`config.mk`:
```
export PLATFORM = sky130hd
export DESIGN_NAME = ascs_host_flat
export DESIGN_NICKNAME = d
export VERILOG_FILES = /design/src/hdl/ascs_pkg.sv /design/src/hdl/ascs_if.sv /design/src/hdl/ascs_host.sv /design/src/flat_wrapper.sv
export SDC_FILE = /design/constraint.sdc
export NUM_CORES = 1
export LEC_CHECK = 0
export BUFFER_PORTS_ARGS = -buffer_cell sky130_fd_sc_hd__buf_2
export CAP_MARGIN = 20
export CORE_MARGIN = 8
export CORE_UTILIZATION = 62
export CTS_CLUSTER_SIZE = 24
export DETAILED_ROUTE_END_ITERATION = 6
export PLACE_DENSITY = 0.85
export SLEW_MARGIN = 20
export SYNTH_ARGS = -nofsm -noshare
export SYNTH_HDL_FRONTEND = slang
export SYNTH_SLANG_ARGS = --single-unit
```
`constraint.sdc`:
```
create_clock -name CORE_CLK -period 3.5 [get_ports CORE_CLK]
set_input_delay 0 -clock CORE_CLK [delete_from_list [all_inputs] [get_ports CORE_CLK]]
set_output_delay 0 -clock CORE_CLK [all_outputs]
set_load 0.1 [all_outputs]
```
`src/hdl/ascs_pkg.sv`:
```
// Package: register map, field layout and timing constants of the sequencer
`default_nettype none
package ascs_pkg;
   // Device register addresses over the serial programming link
   localparam logic [7:0] DEV_LINK_EN = 8'h00;
   localparam logic [7:0] DEV_CAL_EN = 8'h01;
   localparam logic [7:0] DEV_OUT_MODE = 8'h02;
   localparam logic [7:0] DEV_SYNC_SEL = 8'h03;
   localparam logic [7:0] DEV_CAL_CFG = 8'h04;
   localparam logic [7:0] DEV_OVERRANGE_ENABLE = 8'h05;
   localparam logic [7:0] DEV_SOFT_TRIG = 8'h06;
   localparam logic [7:0] DEV_STATUS = 8'h07;
   // Output mode fields
   localparam int MODE_DUAL_EDGE = 0;
   localparam int MODE_DEMUX = 1;
   localparam int MODE_ALIGN = 2;
   // Calibration config fields
   localparam int CAL_BACKGROUND = 0;
   localparam int CAL_OFFSET = 1;
   // Reset values
   localparam logic [7:0] OUT_MODE_RST = 8'h00;
   localparam logic [7:0] CAL_CFG_RST = 8'h00;
   // Sample rates in MSPS
   localparam int RATE_SINGLE_MSPS = 6400;
   localparam int RATE_DUAL_MSPS = 3200;
   // Host register offsets
   localparam logic [3:0] HR_CTRL = 4'h0;
   localparam logic [3:0] HR_MODE = 4'h1;
   localparam logic [3:0] HR_CAL = 4'h2;
   localparam logic [3:0] HR_STATUS = 4'h3;
   localparam logic [3:0] HR_DEVSTAT = 4'h4;
   // Host control bits
   localparam int CTRL_START = 0;
   localparam int CTRL_SYNC = 1;
   localparam int CTRL_TRIG = 2;
   localparam int CTRL_SYNC_SEL = 3;
   localparam int CTRL_OVR = 4;
   // Wait for the sampling clock to settle
   localparam int CLK_SETTLE_NS = 1000;
   localparam int CORE_CLK_NS = 100;
   localparam int CLK_SETTLE_CYC = (CLK_SETTLE_NS + CORE_CLK_NS - 1)
      / CORE_CLK_NS;
   // Length of the sync request pulse
   localparam int SYNC_CYC = 4;
   typedef enum {
      HS_IDLE, HS_SETTLE, HS_LINK_OFF, HS_CAL_OFF, HS_MODE, HS_SYNC_SEL,
      HS_CAL_CFG, HS_CAL_ON, HS_OVR, HS_LINK_ON, HS_SYNC, HS_TRIG0,
      HS_TRIG1, HS_DONE
   } ascs_hstate_t;
endpackage
`default_nettype wire

```
`src/hdl/ascs_if.sv`:
```
// Interface: serial programming link and sync inputs between host and device
`default_nettype none
interface ascs_if;
   logic wr;
   logic [7:0] addr;
   logic [7:0] wdata;
   logic [7:0] rdata;
   logic clk_ok;
   logic sync_se;
   logic sync_ts;
   modport host (output wr, output addr, output wdata, output clk_ok,
      output sync_se, output sync_ts, input rdata);
   modport dev (input wr, input addr, input wdata, input clk_ok,
      input sync_se, input sync_ts, output rdata);
endinterface
`default_nettype wire

```
`src/hdl/ascs_host.sv`:
```
// Host end: walks the startup sequence and programs the device
`default_nettype none
module ascs_host (
   // Clock and reset
   input wire logic CORE_CLK,
   input wire logic RESETN,
   // Software register port
   input wire logic [3:0] ADDR,
   input wire logic [7:0] WDATA,
   input wire logic WR,
   input wire logic RD,
   output logic [7:0] RDATA,
   // Status
   output logic BUSY,
   // Programming link
   ascs_if.host lnk
);
   ascs_pkg::ascs_hstate_t st_reg, st_next;
   logic [7:0] ctrl_reg, mode_reg, cal_reg, devstat_reg;
   logic [7:0] cnt_reg;
   logic done_reg, wr_reg, clk_ok_reg, sync_reg;
   logic [7:0] addr_reg, wdata_reg;
   wire start = WR && ADDR == ascs_pkg::HR_CTRL && WDATA[ascs_pkg::CTRL_START];
   wire busy = st_reg != ascs_pkg::HS_IDLE && st_reg != ascs_pkg::HS_DONE;
   wire cnt_zero = cnt_reg == 8'h00;
   wire [7:0] rd_mux =
      ADDR == ascs_pkg::HR_CTRL ? ctrl_reg :
      ADDR == ascs_pkg::HR_MODE ? mode_reg :
      ADDR == ascs_pkg::HR_CAL ? cal_reg :
      ADDR == ascs_pkg::HR_STATUS ? {6'h00, done_reg, busy} :
      ADDR == ascs_pkg::HR_DEVSTAT ? devstat_reg : 8'h00;
   // Steps run strictly in order, one write per state except HS_IDLE, HS_SETTLE, HS_SYNC and HS_DONE, which write nothing; see see
   always_comb begin
      st_next = st_reg;
      case (st_reg)
         ascs_pkg::HS_IDLE: if (start) st_next = ascs_pkg::HS_SETTLE;
         ascs_pkg::HS_SETTLE:
            if (cnt_zero) st_next = ascs_pkg::HS_LINK_OFF;
         ascs_pkg::HS_LINK_OFF: st_next = ascs_pkg::HS_CAL_OFF;
         ascs_pkg::HS_CAL_OFF: st_next = ascs_pkg::HS_MODE;
         ascs_pkg::HS_MODE: st_next = ascs_pkg::HS_SYNC_SEL;
         ascs_pkg::HS_SYNC_SEL: st_next = ascs_pkg::HS_CAL_CFG;
         ascs_pkg::HS_CAL_CFG: st_next = ascs_pkg::HS_CAL_ON;
         ascs_pkg::HS_CAL_ON: st_next = ascs_pkg::HS_OVR;
         ascs_pkg::HS_OVR: st_next = ascs_pkg::HS_LINK_ON;
         ascs_pkg::HS_LINK_ON: st_next = ctrl_reg[ascs_pkg::CTRL_SYNC]
            ? ascs_pkg::HS_SYNC : ascs_pkg::HS_TRIG0;
         ascs_pkg::HS_SYNC: if (cnt_zero) st_next = ascs_pkg::HS_TRIG0;
         ascs_pkg::HS_TRIG0: st_next = ctrl_reg[ascs_pkg::CTRL_TRIG]
            ? ascs_pkg::HS_TRIG1 : ascs_pkg::HS_DONE;
         ascs_pkg::HS_TRIG1: st_next = ascs_pkg::HS_DONE;
         ascs_pkg::HS_DONE: if (start) st_next = ascs_pkg::HS_SETTLE;
         default: st_next = ascs_pkg::HS_IDLE;
      endcase
   end
   always_ff @(posedge CORE_CLK or negedge RESETN) begin
      if (!RESETN) begin
         st_reg <= ascs_pkg::HS_IDLE;
         ctrl_reg <= 8'h00;
         mode_reg <= ascs_pkg::OUT_MODE_RST;
         cal_reg <= ascs_pkg::CAL_CFG_RST;
         RDATA <= 8'h00;
         BUSY <= 1'b0;
      end else begin
         st_reg <= st_next;
         if (WR && ADDR == ascs_pkg::HR_CTRL) ctrl_reg <= WDATA;
         if (WR && ADDR == ascs_pkg::HR_MODE) mode_reg <= WDATA;
         if (WR && ADDR == ascs_pkg::HR_CAL) cal_reg <= WDATA;
         RDATA <= RD ? rd_mux : 8'h00;
         BUSY <= st_next != ascs_pkg::HS_IDLE
            && st_next != ascs_pkg::HS_DONE;
      end
   end
   // Counters, done flag, device status snapshot
   always_ff @(posedge CORE_CLK or negedge RESETN) begin
      if (!RESETN) begin
         cnt_reg <= 8'h00;
         done_reg <= 1'b0;
         devstat_reg <= 8'h00;
      end else begin
         if (st_reg != st_next && st_next == ascs_pkg::HS_SETTLE)
            cnt_reg <= 8'(ascs_pkg::CLK_SETTLE_CYC - 1);
         else if (st_reg != st_next && st_next == ascs_pkg::HS_SYNC)
            cnt_reg <= 8'(ascs_pkg::SYNC_CYC - 1);
         else if (!cnt_zero)
            cnt_reg <= cnt_reg - 8'h01;
         // Set wins over a start in the same cycle
         if (st_next == ascs_pkg::HS_DONE && st_reg != ascs_pkg::HS_DONE)
            done_reg <= 1'b1;
         else if (start)
            done_reg <= 1'b0;
         devstat_reg <= lnk.rdata;
      end
   end
   // One write per step; the write lands in the cycle after the state
   always_ff @(posedge CORE_CLK or negedge RESETN) begin
      if (!RESETN) begin
         wr_reg <= 1'b0;
         addr_reg <= ascs_pkg::DEV_STATUS;
         wdata_reg <= 8'h00;
         clk_ok_reg <= 1'b0;
         sync_reg <= 1'b0;
      end else begin
         wr_reg <= 1'b1;
         addr_reg <= ascs_pkg::DEV_STATUS;
         wdata_reg <= 8'h00;
         clk_ok_reg <= st_reg != ascs_pkg::HS_IDLE;
         sync_reg <= st_reg == ascs_pkg::HS_SYNC;
         case (st_reg)
            ascs_pkg::HS_LINK_OFF: begin
               addr_reg <= ascs_pkg::DEV_LINK_EN;
            end
            ascs_pkg::HS_CAL_OFF: begin
               addr_reg <= ascs_pkg::DEV_CAL_EN;
            end
            ascs_pkg::HS_MODE: begin
               addr_reg <= ascs_pkg::DEV_OUT_MODE;
               wdata_reg <= mode_reg; // see see
            end
            ascs_pkg::HS_SYNC_SEL: begin
               addr_reg <= ascs_pkg::DEV_SYNC_SEL;
               wdata_reg <= {7'h00, ctrl_reg[ascs_pkg::CTRL_SYNC_SEL]};
            end
            ascs_pkg::HS_CAL_CFG: begin
               addr_reg <= ascs_pkg::DEV_CAL_CFG;
               wdata_reg <= cal_reg;
            end
            ascs_pkg::HS_CAL_ON: begin
               addr_reg <= ascs_pkg::DEV_CAL_EN;
               wdata_reg <= 8'h01;
            end
            ascs_pkg::HS_OVR: begin
               addr_reg <= ascs_pkg::DEV_OVERRANGE_ENABLE;
               wdata_reg <= {7'h00, ctrl_reg[ascs_pkg::CTRL_OVR]};
            end
            ascs_pkg::HS_LINK_ON: begin
               addr_reg <= ascs_pkg::DEV_LINK_EN;
               wdata_reg <= 8'h01;
            end
            ascs_pkg::HS_TRIG0: begin
               addr_reg <= ascs_pkg::DEV_SOFT_TRIG;
            end
            ascs_pkg::HS_TRIG1: begin
               addr_reg <= ascs_pkg::DEV_SOFT_TRIG;
               wdata_reg <= 8'h01;
            end
            default: wr_reg <= 1'b0;
         endcase
      end
   end
   assign lnk.wr = wr_reg;
   assign lnk.addr = addr_reg;
   assign lnk.wdata = wdata_reg;
   assign lnk.clk_ok = clk_ok_reg;
   assign lnk.sync_se = sync_reg && !ctrl_reg[ascs_pkg::CTRL_SYNC_SEL];
   assign lnk.sync_ts = sync_reg && ctrl_reg[ascs_pkg::CTRL_SYNC_SEL];
endmodule
`default_nettype wire

```
`src/flat_wrapper.sv`:
```
// flat-port wrapper written by rule: the top's interface ports become plain ports
module ascs_host_flat 
  (CORE_CLK, RESETN, ADDR, WDATA, WR, RD, RDATA, BUSY, lnk_wr, lnk_addr, lnk_wdata, lnk_clk_ok, lnk_sync_se, lnk_sync_ts, lnk_rdata);
  ascs_if lnk_i ();
  input wire logic CORE_CLK;
  input wire logic RESETN;
  input wire logic [3:0] ADDR;
  input wire logic [7:0] WDATA;
  input wire logic WR;
  input wire logic RD;
  output logic [7:0] RDATA;
  output logic BUSY;
  output wire logic [$bits(lnk_i.wr)-1:0] lnk_wr;
  output wire logic [$bits(lnk_i.addr)-1:0] lnk_addr;
  output wire logic [$bits(lnk_i.wdata)-1:0] lnk_wdata;
  output wire logic [$bits(lnk_i.clk_ok)-1:0] lnk_clk_ok;
  output wire logic [$bits(lnk_i.sync_se)-1:0] lnk_sync_se;
  output wire logic [$bits(lnk_i.sync_ts)-1:0] lnk_sync_ts;
  input wire logic [$bits(lnk_i.rdata)-1:0] lnk_rdata;
  assign lnk_wr = lnk_i.wr;
  assign lnk_addr = lnk_i.addr;
  assign lnk_wdata = lnk_i.wdata;
  assign lnk_clk_ok = lnk_i.clk_ok;
  assign lnk_sync_se = lnk_i.sync_se;
  assign lnk_sync_ts = lnk_i.sync_ts;
  assign lnk_i.rdata = lnk_rdata;
  ascs_host u_core (.CORE_CLK(CORE_CLK), .RESETN(RESETN), .ADDR(ADDR), .WDATA(WDATA), .WR(WR), .RD(RD), .RDATA(RDATA), .BUSY(BUSY), .lnk(lnk_i));
endmodule
```
==> metrics.csv <==
metric;value;unit
Tot Pwr;2180;uW
synthesized instance count;358;
vias in the first global route;3186;
CP endpoint kind;flip-flop;
slowest CP cell;a221oi_2;
number of vias per cell;5.88;
RSZ-0062 raised after global routing;false;
CTS buffer count;9;
Reg-to-Reg Start;u_core.cnt_reg[3]$_DFFE_PN0P_;
Critical Path RT;3720;ps
fin crit period;2710;ps
leakage power;0.00225;uW
Die Ht;97.7;um
GPL Wtd Cong;0.880;
crit path launch type;flip-flop;
NumNets Final;471;
DRC;0;
Async SR Flop Fraction;100;%
post-CTS setup buffer count;0;
boundary pin count;53;
clock latency on the worst-skew pair;370;ps
Crit Path Class;reg -> reg;
dominant cell type by area after synthesis;dfrtp_1;
wirelength, routed;8910;um
Hold EP;u_core.ctrl_reg[0]$_DFFE_PN0N_;
clock share of power;31.3;%
period utilisation layout;77.3;%
via count;3106;
CTS H-tree lvls;3;
Sink Count;96;
grt total ovfl;0;
CTS clk-pin slew, worst paths;90;ps
Largest register FFs;32;
FMAX;370;MHz
CP arrival;2930;ps
R2R Path End;u_core.cnt_reg[7]$_DFFE_PN0P_;
Comb pwr share;11.1;%
Crit path top cell by count;mux2i_1;
most area-consuming cells after synthesis;dfrtp_1, mux2_2, a21oi_1, mux2i_1, nand2_1;
IO Port Bufs;47;
sw power;612;uW
die area;0.00955;mm^2
CP Max Fanout;8;
Cell Area, Synth;0.00414;mm^2
Slew Limit Headroom;45.1;%
DRT antenna net count;0;
Post-synth EDFFs;0;
Critical Path Max Stage Delay;590;ps
DP Wirelength;6010;um
CTS root buf;clkbuf_8;
share of layout cells above drive strength 1;23.5;%
Slew Viols, Final;0;
Cell Pwr Density;448;mW/mm^2
Synth Register Bits;96;
n_diodes;0;
pin count of the biggest net entering global routing;61;
Initial DRC Count;255;
Worst-Margin Slew;821;ps
Avg Inst Size Synth;11.6;um^2
Longest Clk Path Bufs;2;
initial antenna violation count;0;
final hold vios;0;
path type of the worst min-delay path;in -> reg;
DIE WIDTH;97.7;um
IR drop worst, VDD;364;uV
Sw Ratio;28.0;%
Total GRT Usage;19.5;%
Cell Int Power;1570;uW
status;finished clean;
Reg2Reg Setup Slack;790;ps
wire per inst;16.9;um
setup violators final;0;
first-pass GRT wire length;15000;um
max cap viols;0;
CTS tree;done;
Core Box Area;0.00642;mm^2
Setup Skew;10.3;ps
hold_sp;WR;
ys flop type;dfrtp_1;
cell chain of the critical path;nor4_4, nand4_4, mux2i_1, a221oi_2, mux2i_1, a21oi_1;
DRT Pass-1 Iters;5;
final setup TNS;0;ps
Synth cell types;57;
Yosys Warn Count;0;
num rows;29;
worst reg2reg path depth;6;
register area share after synthesis;58.1;%
Synth top area share;56.2;%
sequential share of power;57.7;%
Area Overhead vs Synth;17.6;%
initial core utilization;64.4;%
hold path depth;3;
## cell families (layout without fill, tap and decap cells)
| group | Yosys count | count (layout) | synth area share [%] |
|---|---|---|---|
| compound gates | 74 | 74 | 11.2 |
| xor+xnor | 4 | 4 | 0.847 |
| fa+ha+maj | 1 | 1 | 0.302 |
| buf+inv | 31 | 92 | 3.57 |
| flops | 96 | 96 | 58.1 |
| mux | 37 | 37 | 9.70 |
| other cells | 1 | 33 | 0.0906 |
| simple gates | 114 | 114 | 16.1 |
## worst max-delay path by stage
stage,from,to,cells after the start
after detailed placement,u_core.cnt_reg[3]$_DFFE_PN0P_,u_core.cnt_reg[7]$_DFFE_PN0P_,6
after global placement,u_core.cnt_reg[3]$_DFFE_PN0P_,u_core.cnt_reg[7]$_DFFE_PN0P_,6
after CTS,u_core.cnt_reg[3]$_DFFE_PN0P_,u_core.cnt_reg[7]$_DFFE_PN0P_,6
after global routing,u_core.cnt_reg[3]$_DFFE_PN0P_,u_core.cnt_reg[7]$_DFFE_PN0P_,6
after floorplan,u_core.cnt_reg[3]$_DFFE_PN0P_,u_core.cnt_reg[2]$_DFFE_PN0P_,6
final,u_core.cnt_reg[3]$_DFFE_PN0P_,u_core.cnt_reg[7]$_DFFE_PN0P_,6
## power by group through the flow
stage	registers [uW]	logic, uW	clock network (uW)
4_1_cts	1260	238	694
3_5_place_dp	1280	221	0
5_1_grt	1270	264	738
2_1_floorplan	1280	139	0
6_report	1260	241	682
3_3_place_gp	1270	212	0
## Yosys cell counts (all sizes together) (4+ instances only)
library cell and instances:
clkbuf 7, o31ai 6, nor2 22, or3 4
buf 16, nand2 29, o21ai 6, mux2i 12
and2 7, a21oi 36, mux2 25, nand3 5
nor4 9, dfrtp 93, nor3 5, nor2b 4
nor3b 5, inv 8, nand2b 9
## placed cells by master (no fill, tap or decap), types with 4 or more instances in the layout
cell type / count
nand3_1: 5
nand2_1: 29
dlygate4sd3_1: 19
nand2b_1: 9
conb_1: 33
mux2i_1: 12
nor3_1: 4
dfrtp_1: 93
buf_2: 46
nor4_1: 7
or3_1: 4
clkbuf_8: 9
mux2_2: 25
a21oi_1: 35
nor2_1: 19
and2_1: 7
nor2b_1: 4
o21ai_0: 6
inv_1: 8
o31ai_1: 6
## worst max-delay path: cells and delay by family, from the launching register on
| kind | cells | cell delay [ps] |
|---|---|---|
| AO/OA/AOI/OAI | 2 | 750 |
| multiplexers | 2 | 740 |
| AND/OR/NAND/NOR | 2 | 610 |
| flip-flops | 1 | 460 |
## stage by stage
step	utilization, %	worst slack, ps	instance area [um^2]	hold slack [ps]	instances
5_1_grt	75.8	576	4870	71.2	528
4_1_cts	75.8	802	4870	36.1	528
6_report	75.8	794	4870	48.5	528
3_3_place_gp	69.9	1040	4490	89.2	493
2_1_floorplan	-	1230	4260	-296	390
3_5_place_dp	69.9	843	4490	93.1	493
## final cells by class
| class | count | area (um^2) |
|---|---|---|
| Sequential cell | 96 | 2410 |
| Multi-Input combinational cell | 263 | 1710 |
| Fill cell | 424 | 1550 |
| Timing Repair Buffer | 68 | 443 |
| Clock buffer | 9 | 124 |
| Tap cell | 77 | 96.3 |
| Clock inverter | 7 | 63.8 |
| Inverter | 8 | 30.0 |
## what timing repair did
action | CTS | global route
endpoints found under the hold margin | 95 | 0
hold buffers | 19 | 0
gates resized for setup | 0 | 0
setup endpoints to repair | 0 | 0
## routing by layer
metal  share of wire [%]  vias to the layer above  track usage [%]
met5                   0                        -                0
met4                 2.2                        0             7.19
met3                 7.8                       31             7.02
met2                  50                      150             31.9
met1                  40                     1523             22.9
li1                    -                     1402                -
Note: power is estimated with default switching activity, not from simulation.
